--- src/rtl/acc_pkg.sv ---
`default_nettype none
package acc_pkg;
    // Register word indices; byte address is four times the index
    localparam logic [4:0]  CHOP_CONFIG_IDX    = 5'h06;
    localparam logic [4:0]  SPARE_A_IDX        = 5'h07;
    localparam logic [4:0]  SPARE_B_IDX        = 5'h08;
    localparam logic [4:0]  CH0_CONFIG_IDX     = 5'h09;
    localparam logic [4:0]  CH0_OFFSET_HI_IDX  = 5'h0A;
    localparam logic [4:0]  CH0_OFFSET_LO_IDX  = 5'h0B;
    localparam logic [4:0]  CH0_GAIN_HI_IDX    = 5'h0C;
    localparam logic [4:0]  CH0_GAIN_LO_IDX    = 5'h0D;
    localparam logic [4:0]  RESULT_IDX         = 5'h10;
    localparam logic [4:0]  STATUS_IDX         = 5'h11;
    // Reset values
    localparam logic [15:0] CHOP_CONFIG_RST    = 16'h0600;
    localparam logic [15:0] SPARE_A_RST        = 16'h0000;
    localparam logic [15:0] SPARE_B_RST        = 16'h0000;
    localparam logic [15:0] CH0_CONFIG_RST     = 16'h0000;
    localparam logic [15:0] CH0_OFFSET_HI_RST  = 16'h0000;
    localparam logic [15:0] CH0_OFFSET_LO_RST  = 16'h0000;
    localparam logic [15:0] CH0_GAIN_HI_RST    = 16'h8000;
    localparam logic [15:0] CH0_GAIN_LO_RST    = 16'h0000;
    // Writable masks
    localparam logic [15:0] CHOP_CONFIG_WMASK  = 16'hFFFF;
    localparam logic [15:0] SPARE_B_WMASK      = 16'hFF0F;
    localparam logic [15:0] CH0_CONFIG_WMASK   = 16'hFFC7;
    localparam logic [15:0] OFFSET_LO_WMASK    = 16'hFF00;
    // Field positions
    localparam int          CHOP_DELAY_LSB     = 9;
    localparam int          CHOP_DELAY_MSB     = 12;
    localparam int          CHOP_ON_BIT        = 8;
    localparam int          INPUT_SEL_LSB      = 0;
    localparam int          INPUT_SEL_MSB      = 1;
    // Input select codes
    typedef enum logic [1:0] {
        ACC_SEL_PINS    = 2'h0,
        ACC_SEL_SHORTED = 2'h1,
        ACC_SEL_TEST_P  = 2'h2,
        ACC_SEL_TEST_N  = 2'h3
    } acc_sel_t;
    // Settle codes decoded apart from the shift; only 1101b leaves the power of two pattern
    localparam logic [3:0]  DLY_CODE_ODD       = 4'hD;
    localparam logic [3:0]  DLY_CODE_UNDEF     = 4'hE;
    localparam logic [16:0] DLY_ODD_PERIODS    = 17'd16484;
    localparam logic [16:0] DLY_UNDEF_PERIODS  = 17'd32768;
endpackage
`default_nettype wire

--- src/rtl/acc_corr.sv ---
`default_nettype none
// Offset then gain correction of one 24-bit result, registered
module acc_corr
    import acc_pkg::*;
#(
    parameter int W = 24
) (
    input  wire logic         core_clk_i,
    input  wire logic         rst_n_i,
    input  wire logic         valid_i,
    input  wire logic [W-1:0] sample_i,
    input  wire logic [W-1:0] offset_i,
    input  wire logic [W-1:0] gain_i,
    output logic              valid_o,
    output logic [W-1:0]      result_o
);
    logic signed [W:0]     sum;
    logic signed [2*W+1:0] prod;
    logic signed [W+1:0]   scaled;
    logic [W-1:0]          sat;
    logic [W-1:0]          result_d;
    logic                  valid_d;

    always_comb begin
        sum    = $signed({sample_i[W-1], sample_i}) + $signed({offset_i[W-1], offset_i});
        prod   = $signed(sum) * $signed({1'b0, gain_i});
        // Gain of 2^(W-1) is unity
        scaled = prod[2*W:W-1];
        // Saturate instead of wrapping, a wrap flips sign
        if (scaled > $signed({3'h0, {(W-1){1'b1}}})) begin
            sat = {1'b0, {(W-1){1'b1}}};
        end else if (scaled < $signed({3'h7, {(W-1){1'b0}}})) begin
            sat = {1'b1, {(W-1){1'b0}}};
        end else begin
            sat = scaled[W-1:0];
        end
        result_d = valid_i ? sat : result_o;
        valid_d  = valid_i;
    end

    always_ff @(posedge core_clk_i) begin
        if (!rst_n_i) begin
            result_o <= '0;
            valid_o  <= 1'b0;
        end else begin
            result_o <= result_d;
            valid_o  <= valid_d;
        end
    end
endmodule // acc_corr
`default_nettype wire

--- src/rtl/acc_regs.sv ---
// The Avalon-MM slave port was decided locally.
`default_nettype none
module acc_regs
    import acc_pkg::*;
(
    // Clock and reset
    input  wire logic        core_clk_i,
    input  wire logic        rst_n_i,
    // Avalon-MM slave
    input  wire logic [6:0]  avs_address_i,
    input  wire logic        avs_read_i,
    input  wire logic        avs_write_i,
    input  wire logic [31:0] avs_writedata_i,
    input  wire logic [3:0]  avs_byteenable_i,
    output logic [31:0]      avs_readdata_o,
    output logic             avs_waitrequest_o,
    output logic [1:0]       avs_response_o,
    // Conversion stream, same clock
    input  wire logic        sample_valid_i,
    input  wire logic [23:0] sample_i,
    output logic             result_valid_o,
    output logic [23:0]      result_o,
    // Analog control
    output logic             chop_on_o,
    output logic [16:0]      chop_settle_delay_o,
    output acc_sel_t         ch0_input_select_o
);
    ////////////////////////////////////////////////////////////////////
    logic [15:0] chop_config_q, chop_config_d;
    logic [15:0] spare_a_q, spare_a_d;
    logic [15:0] spare_b_q, spare_b_d;
    logic [15:0] ch0_config_q, ch0_config_d;
    logic [15:0] ch0_offset_hi_q, ch0_offset_hi_d;
    logic [15:0] ch0_offset_lo_q, ch0_offset_lo_d;
    logic [15:0] ch0_gain_hi_q, ch0_gain_hi_d;
    logic [15:0] ch0_gain_lo_q, ch0_gain_lo_d;
    logic        ack_q, ack_d;
    logic        wait_q, wait_d;
    logic [31:0] rdata_q, rdata_d;
    logic [1:0]  resp_q, resp_d;
    logic        chop_on_q, chop_on_d;
    logic [16:0] delay_q, delay_d;
    acc_sel_t    sel_q, sel_d;
    logic [4:0]  idx;
    logic [15:0] wmask;
    logic [15:0] wdata;
    logic        wr_go;
    logic        rd_go;
    logic        hit;
    logic [15:0] rword;
    logic        corr_valid;
    logic [23:0] corr_result;

    assign idx   = avs_address_i[6:2];
    assign wdata = avs_writedata_i[15:0];
    assign wmask = {{8{avs_byteenable_i[1]}}, {8{avs_byteenable_i[0]}}};
    // One wait cycle: the request is taken when ack rises
    assign wr_go = avs_write_i && !ack_q;
    assign rd_go = avs_read_i && !ack_q;

    function automatic logic [15:0] merge(input logic [15:0] old, input logic [15:0] nw,
                                          input logic [15:0] m);
        merge = (old & ~m) | (nw & m);
    endfunction

    ////////////////////////////////////////////////////////////////////
    always_comb begin
        chop_config_d   = chop_config_q;
        spare_a_d       = spare_a_q;
        spare_b_d       = spare_b_q;
        ch0_config_d    = ch0_config_q;
        ch0_offset_hi_d = ch0_offset_hi_q;
        ch0_offset_lo_d = ch0_offset_lo_q;
        ch0_gain_hi_d   = ch0_gain_hi_q;
        ch0_gain_lo_d   = ch0_gain_lo_q;
        hit             = 1'b1;
        rword           = 16'h0000;
        unique case (idx)
            CHOP_CONFIG_IDX:   rword = chop_config_q;
            SPARE_A_IDX:       rword = spare_a_q;
            SPARE_B_IDX:       rword = spare_b_q;
            CH0_CONFIG_IDX:    rword = ch0_config_q;
            CH0_OFFSET_HI_IDX: rword = ch0_offset_hi_q;
            CH0_OFFSET_LO_IDX: rword = ch0_offset_lo_q;
            CH0_GAIN_HI_IDX:   rword = ch0_gain_hi_q;
            CH0_GAIN_LO_IDX:   rword = ch0_gain_lo_q;
            RESULT_IDX:        rword = result_o[23:8];
            STATUS_IDX:        rword = {8'h00, result_o[7:0]};
            default:           hit = 1'b0;
        endcase
        if (wr_go) begin
            unique case (idx)
                CHOP_CONFIG_IDX:   chop_config_d = merge(chop_config_q, wdata, wmask & CHOP_CONFIG_WMASK);
                SPARE_A_IDX:       spare_a_d = merge(spare_a_q, wdata, wmask);
                SPARE_B_IDX:       spare_b_d = merge(spare_b_q, wdata, wmask & SPARE_B_WMASK);
                CH0_CONFIG_IDX:    ch0_config_d = merge(ch0_config_q, wdata, wmask & CH0_CONFIG_WMASK);
                CH0_OFFSET_HI_IDX: ch0_offset_hi_d = merge(ch0_offset_hi_q, wdata, wmask);
                CH0_OFFSET_LO_IDX: ch0_offset_lo_d = merge(ch0_offset_lo_q, wdata, wmask & OFFSET_LO_WMASK);
                CH0_GAIN_HI_IDX:   ch0_gain_hi_d = merge(ch0_gain_hi_q, wdata, wmask);
                CH0_GAIN_LO_IDX:   ch0_gain_lo_d = merge(ch0_gain_lo_q, wdata, wmask & OFFSET_LO_WMASK);
                default:           ;
            endcase
        end
        ack_d   = (avs_read_i || avs_write_i) && !ack_q;
        // Own flop so the handshake output carries no gate after the register
        wait_d  = !ack_d;
        rdata_d = rd_go ? {16'h0000, rword} : 32'h0000_0000;
        resp_d  = ((rd_go || wr_go) && !hit) ? 2'h3 : 2'h0;
    end

    ////////////////////////////////////////////////////////////////////
    // Decode of control fields into the analog side
    always_comb begin
        chop_on_d = chop_config_q[CHOP_ON_BIT];
        unique case (chop_config_q[CHOP_DELAY_MSB:CHOP_DELAY_LSB])
            DLY_CODE_ODD:   delay_d = DLY_ODD_PERIODS;
            // Code 1110b is undefined; hold it to the neighbouring power of two
            DLY_CODE_UNDEF: delay_d = DLY_UNDEF_PERIODS;
            // Five-bit shift count: code 1111b plus one must not wrap to zero
            default:        delay_d = 17'(17'h1 << ({1'b0, chop_config_q[CHOP_DELAY_MSB:CHOP_DELAY_LSB]} + 5'h01));
        endcase
        sel_d = acc_sel_t'(ch0_config_q[INPUT_SEL_MSB:INPUT_SEL_LSB]);
    end

    ////////////////////////////////////////////////////////////////////
    always_ff @(posedge core_clk_i) begin
        if (!rst_n_i) begin
            chop_config_q   <= CHOP_CONFIG_RST;
            spare_a_q       <= SPARE_A_RST;
            spare_b_q       <= SPARE_B_RST;
            ch0_config_q    <= CH0_CONFIG_RST;
            ch0_offset_hi_q <= CH0_OFFSET_HI_RST;
            ch0_offset_lo_q <= CH0_OFFSET_LO_RST;
            ch0_gain_hi_q   <= CH0_GAIN_HI_RST;
            ch0_gain_lo_q   <= CH0_GAIN_LO_RST;
            ack_q           <= 1'b0;
            wait_q          <= 1'b1;
            rdata_q         <= 32'h0000_0000;
            resp_q          <= 2'h0;
            chop_on_q       <= 1'b0;
            delay_q         <= 17'h00010;
            sel_q           <= ACC_SEL_PINS;
        end else begin
            chop_config_q   <= chop_config_d;
            spare_a_q       <= spare_a_d;
            spare_b_q       <= spare_b_d;
            ch0_config_q    <= ch0_config_d;
            ch0_offset_hi_q <= ch0_offset_hi_d;
            ch0_offset_lo_q <= ch0_offset_lo_d;
            ch0_gain_hi_q   <= ch0_gain_hi_d;
            ch0_gain_lo_q   <= ch0_gain_lo_d;
            ack_q           <= ack_d;
            wait_q          <= wait_d;
            rdata_q         <= rdata_d;
            resp_q          <= resp_d;
            chop_on_q       <= chop_on_d;
            delay_q         <= delay_d;
            sel_q           <= sel_d;
        end
    end

    assign avs_waitrequest_o   = wait_q;
    assign avs_readdata_o      = rdata_q;
    assign avs_response_o      = resp_q;
    assign chop_on_o           = chop_on_q;
    assign chop_settle_delay_o = delay_q;
    assign ch0_input_select_o  = sel_q;

    ////////////////////////////////////////////////////////////////////
    // Correction path; waitrequest is low for one cycle and is a flop
    acc_corr #(.W(24)) u_corr (
        .core_clk_i (core_clk_i),
        .rst_n_i    (rst_n_i),
        .valid_i    (sample_valid_i),
        .sample_i   (sample_i),
        .offset_i   ({ch0_offset_hi_q, ch0_offset_lo_q[15:8]}),
        .gain_i     ({ch0_gain_hi_q, ch0_gain_lo_q[15:8]}),
        .valid_o    (corr_valid),
        .result_o   (corr_result)
    );
    assign result_valid_o = corr_valid;
    assign result_o       = corr_result;

    ////////////////////////////////////////////////////////////////////
    // Control fields and their decode
    chop_off_rst_a: assert property (@(posedge core_clk_i) $rose(rst_n_i) |-> !chop_on_o)
        else $error("chop on after reset");
    chop_follow_a: assert property (@(posedge core_clk_i) disable iff (!rst_n_i)
        $changed(chop_config_q[CHOP_ON_BIT]) |=> chop_on_o == $past(chop_config_q[CHOP_ON_BIT]))
        else $error("chop enable not followed");
    chop_wr_a: assert property (@(posedge core_clk_i) disable iff (!rst_n_i)
        wr_go && idx == CHOP_CONFIG_IDX && avs_byteenable_i[1:0] == 2'h3
        |=> chop_config_q == $past(wdata))
        else $error("chop config write lost");
    delay_rst_a: assert property (@(posedge core_clk_i) $rose(rst_n_i) |-> chop_settle_delay_o == 17'd16)
        else $error("settle delay reset wrong");
    delay_odd_a: assert property (@(posedge core_clk_i) disable iff (!rst_n_i)
        chop_config_q[12:9] == 4'hD |=> delay_q == 17'd16484)
        else $error("odd delay code wrong");
    delay_zero_a: assert property (@(posedge core_clk_i) disable iff (!rst_n_i)
        chop_config_q[12:9] == 4'h0 |=> delay_q == 17'd2)
        else $error("delay code zero wrong");
    delay_mid_a: assert property (@(posedge core_clk_i) disable iff (!rst_n_i)
        chop_config_q[12:9] == 4'h9 |=> delay_q == 17'd1024)
        else $error("delay code nine wrong");
    delay_max_a: assert property (@(posedge core_clk_i) disable iff (!rst_n_i)
        chop_config_q[12:9] == 4'hF |=> delay_q == 17'h10000)
        else $error("delay code max wrong");
    delay_undef_a: assert property (@(posedge core_clk_i) disable iff (!rst_n_i)
        chop_config_q[12:9] == 4'hE |=> delay_q == 17'd32768)
        else $error("undefined delay code wrong");

    // Spare and channel registers
    spare_rst_a: assert property (@(posedge core_clk_i) $rose(rst_n_i)
        |-> spare_a_q == 16'h0000 && spare_b_q == 16'h0000)
        else $error("spare reset value wrong");
    spare_b_ro_a: assert property (@(posedge core_clk_i) disable iff (!rst_n_i)
        spare_b_q[7:4] == 4'h0)
        else $error("spare b read-only bits set");
    spare_a_wr_a: assert property (@(posedge core_clk_i) disable iff (!rst_n_i)
        wr_go && idx == SPARE_A_IDX && avs_byteenable_i[1:0] == 2'h3 |=> spare_a_q == $past(wdata))
        else $error("spare a write lost");
    spare_b_wr_a: assert property (@(posedge core_clk_i) disable iff (!rst_n_i)
        wr_go && idx == SPARE_B_IDX && avs_byteenable_i[1:0] == 2'h3
        |=> spare_b_q == ($past(wdata) & 16'hFF0F))
        else $error("spare b write wrong");
    cfg_rst_a: assert property (@(posedge core_clk_i) $rose(rst_n_i)
        |-> ch0_config_q == 16'h0000 && ch0_input_select_o == ACC_SEL_PINS)
        else $error("channel config reset wrong");
    cfg_ro_a: assert property (@(posedge core_clk_i) disable iff (!rst_n_i)
        ch0_config_q[5:3] == 3'h0)
        else $error("config read-only bits set");
    cfg_wr_a: assert property (@(posedge core_clk_i) disable iff (!rst_n_i)
        wr_go && idx == CH0_CONFIG_IDX && avs_byteenable_i[1:0] == 2'h3
        |=> ch0_config_q == ($past(wdata) & 16'hFFC7))
        else $error("channel config write wrong");
    sel_follow_a: assert property (@(posedge core_clk_i) disable iff (!rst_n_i)
        ##1 ch0_input_select_o == $past(ch0_config_q[1:0]))
        else $error("input select lags");

    // Calibration registers
    offs_rst_a: assert property (@(posedge core_clk_i) $rose(rst_n_i)
        |-> ch0_offset_hi_q == 16'h0000 && ch0_offset_lo_q == 16'h0000)
        else $error("offset reset value wrong");
    off_lo_ro_a: assert property (@(posedge core_clk_i) disable iff (!rst_n_i)
        ch0_offset_lo_q[7:0] == 8'h00)
        else $error("offset low byte set");
    offs_wr_a: assert property (@(posedge core_clk_i) disable iff (!rst_n_i)
        wr_go && idx == CH0_OFFSET_HI_IDX && avs_byteenable_i[1:0] == 2'h3
        |=> ch0_offset_hi_q == $past(wdata))
        else $error("offset upper write lost");
    offs_lo_wr_a: assert property (@(posedge core_clk_i) disable iff (!rst_n_i)
        wr_go && idx == CH0_OFFSET_LO_IDX && avs_byteenable_i[1]
        |=> ch0_offset_lo_q[15:8] == $past(wdata[15:8]))
        else $error("offset lower write lost");
    gain_rst_a: assert property (@(posedge core_clk_i) $rose(rst_n_i) |-> ch0_gain_hi_q == 16'h8000)
        else $error("gain reset value wrong");
    gain_wr_a: assert property (@(posedge core_clk_i) disable iff (!rst_n_i)
        wr_go && idx == CH0_GAIN_HI_IDX && avs_byteenable_i[1:0] == 2'h3
        |=> ch0_gain_hi_q == $past(wdata))
        else $error("gain upper write lost");
    gain_rd_a: assert property (@(posedge core_clk_i) disable iff (!rst_n_i)
        rd_go && idx == CH0_GAIN_HI_IDX |=> avs_readdata_o == {16'h0000, $past(ch0_gain_hi_q)})
        else $error("gain upper read wrong");
    gain_lo_ro_a: assert property (@(posedge core_clk_i) disable iff (!rst_n_i)
        ch0_gain_lo_q[7:0] == 8'h00)
        else $error("gain low byte set");
    cal_hold_a: assert property (@(posedge core_clk_i) disable iff (!rst_n_i)
        !wr_go |=> $stable(ch0_offset_hi_q) && $stable(ch0_gain_hi_q))
        else $error("calibration moved without write");

    // Correction path
    res_rst_a: assert property (@(posedge core_clk_i) $rose(rst_n_i)
        |-> !result_valid_o && result_o == 24'h000000)
        else $error("result reset wrong");
    corr_lat_a: assert property (@(posedge core_clk_i) disable iff (!rst_n_i)
        sample_valid_i |=> result_valid_o)
        else $error("result not delivered");
    res_hold_a: assert property (@(posedge core_clk_i) disable iff (!rst_n_i)
        !sample_valid_i |=> $stable(result_o) && !result_valid_o)
        else $error("result moved without sample");

    // Bus handshake: one wait state, answer stands one cycle
    wait_rst_a: assert property (@(posedge core_clk_i) $rose(rst_n_i) |-> avs_waitrequest_o)
        else $error("waitrequest low after reset");
    wait_answer_a: assert property (@(posedge core_clk_i) disable iff (!rst_n_i)
        (avs_read_i || avs_write_i) && avs_waitrequest_o |=> !avs_waitrequest_o)
        else $error("request not answered");
    wait_one_a: assert property (@(posedge core_clk_i) disable iff (!rst_n_i)
        !avs_waitrequest_o |=> avs_waitrequest_o)
        else $error("answer stands too long");
    resp_bad_a: assert property (@(posedge core_clk_i) disable iff (!rst_n_i)
        (rd_go || wr_go) && !hit |=> avs_response_o == 2'h3)
        else $error("unmapped access not flagged");
    resp_good_a: assert property (@(posedge core_clk_i) disable iff (!rst_n_i)
        (rd_go || wr_go) && hit |=> avs_response_o == 2'h0)
        else $error("mapped access flagged");
endmodule // acc_regs
`default_nettype wire

--- config.mk ---
export PLATFORM = sky130hd
export DESIGN_NAME = acc_regs
export DESIGN_NICKNAME = d
export VERILOG_FILES = /design/src/rtl/acc_pkg.sv /design/src/rtl/acc_corr.sv /design/src/rtl/acc_regs.sv
export SDC_FILE = /design/constraint.sdc
export NUM_CORES = 2
export LEC_CHECK = 0
export ABC_AREA = 1
export BUFFER_PORTS_ARGS = -buffer_cell sky130_fd_sc_hd__buf_2
export CORE_ASPECT_RATIO = 1.4
export CORE_MARGIN = 2
export CORE_UTILIZATION = 60
export DETAILED_ROUTE_END_ITERATION = 16
export MAX_ROUTING_LAYER = met4
export PLACE_DENSITY = 0.9
export SLEW_MARGIN = 10
export SYNTH_ARGS = -nofsm -noshare
export SYNTH_HDL_FRONTEND = slang
export SYNTH_SLANG_ARGS = --single-unit
--- constraint.sdc ---
create_clock -name core_clk_i -period 11.5 [get_ports core_clk_i]
set_input_delay 1.15 -clock core_clk_i [delete_from_list [all_inputs] [get_ports core_clk_i]]
set_output_delay 1.15 -clock core_clk_i [all_outputs]
set_load 0.005 [all_outputs]
After elaboration in Yosys (flattened, before gate mapping):

Cells that the tools add are included.

* logic and storage cells: 85
* output and inout port bits: 80
* bits in registers: 209

* bitwise gates (word level): 24
* $add $sub $neg: 2
* shift-type cells: 1
* reductions and logical operators: 19
* multiplexer cells: 6
* eq/ne operators: 12
* multipliers: 1
* magnitude comparators: 2

Operator list (number)
* $and A16 B16 Y16: 12
* $pmux W16 S10: 1
* $or A16 B16 Y16: 8
* $not A16 Y16: 4
* $mul A25 B25 Y49: 1
* $mux W24: 2
* $pmux W17 S2: 1
* $eq A5 B4 Y1 const B: 6
* $gt A26 B24 Y1 const B: 1
* $lt A26 B24 Y1 const B: 1
* $add A24 B24 Y25: 1
* $reduce_and A2 Y1: 9
* $shl A1 B5 Y17 const A: 1
* $eq A5 B3 Y1 const B: 2
* $eq A5 B5 Y1 const B: 2
* $reduce_or A10 Y1: 1
* $eq A4 B4 Y1 const B: 2
* $add A4 B1 Y5 const B: 1
* $logic_and A1 B1 Y1: 4
* $logic_not A1 Y1: 3
* $logic_or A1 B1 Y1: 2
* $mux W2: 1
* $mux W1: 1

Logic depth before layout (Yosys ltp):

* word-level depth: 6
* depth in mapped cells: 46
* mapped depth without buffers: 44

Cells and area by module:

A second synthesis with hierarchy kept.

* cells, all modules: 4070
* area, all modules: 31288.8 sq um

By module, submodules not included
* acc_corr: cells an instance 3192, sequential area each 500.5 sq um, area an instance 25105.3 sq um, instances 1
* acc_regs: cells an instance 878, sequential area each 2882.8 sq um, area an instance 6183.4 sq um, instances 1

Least setup slack after synthesis:

Ideal clock, no wire load.

* path kind: input to register
* start point: in sample_i[0]
* end point: reg u_corr.result_o[3]
* buffers on the path: 2
* setup slack: 2540 ps
* arrival time: 8841 ps
* stages: 38
* data required time: 11381 ps
* cell sequence: ha_1 inv_1 fa_1 inv_1 a21oi_1 o21ai_2 nand3_1 nand3_2 nand2_1 nand3_1 nand2_1 nand2_2 buf_4 nor2_1 fa_1 inv_1 fa_1 fa_1 [... 2 more ...] inv_1 fa_1 inv_1 fa_1 inv_1 fa_1 inv_1 ha_1 inv_1 nor3_1 nand2_1 nor3_1 nand2_1 nand3_1 nand3_2 a21oi_4 buf_6 a21oi_1

* longest elaborated chain between the ends: 5
* elaborated cells on any way between the ends: 6
* classes of those cells: add/sub: 1; mul: 1; order compare: 2; mux: 2

Ends and longest elaborated chain
* start, declared: RTL line acc_regs.sv:20 `input wire logic [23:0] sample_i,`
* $add A24 B24 Y25 (*): RTL line acc_corr.sv:25 `sum = $signed({sample_i[W-1], sample_i}) + $signed({offset_i[W-1], offset_i});`
* $mul A25 B25 Y49 (*): RTL line acc_corr.sv:26 `prod = $signed(sum) * $signed({1'b0, gain_i});`
* $lt A26 B24 Y1: RTL line acc_corr.sv:32 `end else if (scaled < $signed({3'h7, {(W-1){1'b0}}})) begin`
* $mux W24: RTL line acc_corr.sv:32
* $mux W24 (*): RTL line acc_corr.sv:30 `if (scaled > $signed({3'h0, {(W-1){1'b1}}})) begin`
* end signal, assigned: RTL line acc_corr.sv:46 `result_o <= result_d;`
* end, declared: RTL line acc_corr.sv:15 `output logic [W-1:0] result_o`

Mark *: on every way between the ends. The rest lies on a longest branch, timed or not.
A chain may end at the register's enable or synchronous reset.

Worst setup path after layout:

* start point: in sample_i[4]
* end point: reg u_corr.result_o[2]

Same word-level chain as after synthesis.

==> impl_metrics.ini <==
[outcome]
status = finished, final reports clean

[drt]
routed_wl_mm = 102
top_layer = met4
via_count = 27480
drt_first_pass_iters = 7
wl_met1_mm = 30.9
drt_iter0_drc = 3050
wl_met3_mm = 12.1
routed_via_density = 5.98
met2_length_mm = 47.8
drc = 0
antenna_left = 0
wl_per_cell_um = 22.2

[sta]
hold_violations = 0
tightestPinTransition_ns = 1.21
fmax_mhz = 97.0
finalMaxSlewViolations = 0
period_share = 0.897
period_minus_slack_ns = 10.31
finClkSkew_ns = 0.00796
setup_ws_ns = 1.19
maxSlewHeadroom = 0.189
setup_tns_ns = 0
setup_viol = 0
whs_ns = 0.449
rsz0062_at_grt = false

[die]
die_h_um = 271
die_x_um = 195
dieArea_um2 = 52800
fp-row-count = 97
initial_core_util = 0.609
coreArea_um2 = 50200
io_pins = 152

[layout]
finalNetCount = 4792
stdcell_count = 4593
layout-drive-gt1-share = 0.0669
mostFrequentLayoutCells = inv_1 (912), nand2_1 (662), fa_1 (626)
final_common_cell = inv_1
fill_cells = 4106
finalCoreUtilization = 0.639
area_growth_pct = 4.98

[yosys]
yosys.area.top_type = fa_1
syn-cell-area_um2 = 30600
synth_cell_types = 54
yosys_warnings = 0
syn_avg_cell_area_um2 = 7.83
ys_seq_area_frac = 0.111
netlist.area_leader.share = 0.410
synth_area_leaders = fa_1 (41%), inv_1 (11%), dfxtp_1 (11%)
synth_seq_cells = 169
netlist_instances = 3907

[clock_network]
clockBufferDepth = 2
cts_root_buf = clkbuf_16
cts-resized-gates = 0
clk_latency_ns = 0.46
clk_pin_slew_ns = 0.08
cts_tree = done
cts_hold_buffers = 0
clock_sinks = 169
cts_buffers = 17
htreeDepth = 4
cts_setup_buffers = 0

[global_route]
antenna_found_initial = 1
grt_max_degree = 74
grt_use_total = 0.407
grt_pass1_wl_mm = 156
grt_pass1_vias = 28674
overflow = 0

[pwr]
leakage_nw = 17.0
max-vdd-ir-drop_v = 0.000178
power_density_nw_per_um2 = 54.3

[setup_path]
crit_buf_inv = 5
crit_slowest_cell = nand2_1
critPathLaunchType = input port
ff2ff_setup_slack_ns = 1.58
critPathMostFrequentCell = nand2_1
worst_ep_arrival_time_ns = 10.62
end_kind = flip-flop
required_ns = 11.81
path_max_fanout = 23
path_class = input port to flip-flop
crit_path_max_incr_delay_ns = 0.82
cp_top_family = adder cells

[run]
maxCapViolations = 0

[placement]
portBuffers = 115
dp_hpwl_mm = 80.1
gp_congestion = 1.01
place_inst = 4558
preCtsSetupSlack_ns = 1.07

[min_path]
hp-class = flip-flop to flip-flop
[synthesized netlist by cell type (all sizes together)]
cell type	n
a211oi	3
a21boi	3
a21o	5
a21oi	158
a221oi	18
a22o	3
a31oi	5
a41oi	6
and3	3
buf	49
clkbuf	100
clkinv	18
conb	1
dfxtp	169
fa	626
ha	160
inv	918
nand2	677
nand3	168
nand3b	3
nand4	20
nor2	530
nor3	14
nor4	7
o2111ai	3
o211ai	3
o21a	2
o21ai	163
o21bai	14
o22ai	12
o31ai	1
or2	24
xnor2	7
xor2	14
[through the flow]
step / instance area, µm² / total power, mW
after floorplan: 30600 / 0.956
after global placement: 31500 / 1.13
after detailed placement: 31500 / 1.14
after CTS: 32100 / 1.72
after global routing: 32100 / 1.80
final: 32100 / 1.74
[path summary, 6_finish.rpt]
check / from / endpoint / cells past startpoint
max: sample_i[4] / u_corr.result_o[2] / 34
min reg2reg: flip-flop / chop_on_o / 2
max reg2reg: flip-flop / u_corr.result_o[2] / 36
min: flip-flop / chop_on_o / 2
[layer usage]
metal / up-vias / GRT usage
met5: - / -
met4: 0 / 0.341
met3: 778 / 0.109
met2: 2049 / 0.646
met1: 13024 / 0.424
li1: 11629 / -
[kinds of logic (layout without fill, tap and decap cells)]
kind of cell	Yosys count	in the layout	share of synthesized area
AOI/OAI and AO/OA	399	399	0.0734
xor gates and xnor gates	21	21	0.00663
adders and majority gates	786	786	0.475
buffers and inverters	1085	1109	0.138
DFF	169	169	0.111
other	1	20	0.000123
and+or+nand+nor	1446	1446	0.196
[tightest hold or removal path: stages (launching register included)]
cell	delay [ns]
dfxtp_1	0.33
nand2_1	0.06
inv_1	0.03
[layout make-up]
class,instances,area [µm²],share of cell area
Multi-Input combinational cell,2669,23000,0.717
Clock buffer,18,439,0.0137
Timing Repair Buffer,141,773,0.0241
Tap cell,643,805,0.0251
Sequential cell,169,3380,0.105
Clock inverter,14,155,0.00483
Antenna cell,3,7.51,0.000234
Inverter,936,3510,0.109
[report_power, final]
part | switching (mW) | total, mW | internal, mW
clock network | 0.291 | 0.588 | 0.297
registers | 0.0325 | 0.632 | 0.600
logic | 0.364 | 0.524 | 0.160
total | 0.688 | 1.74 | 1.06
(Power assumes the default switching activity.)
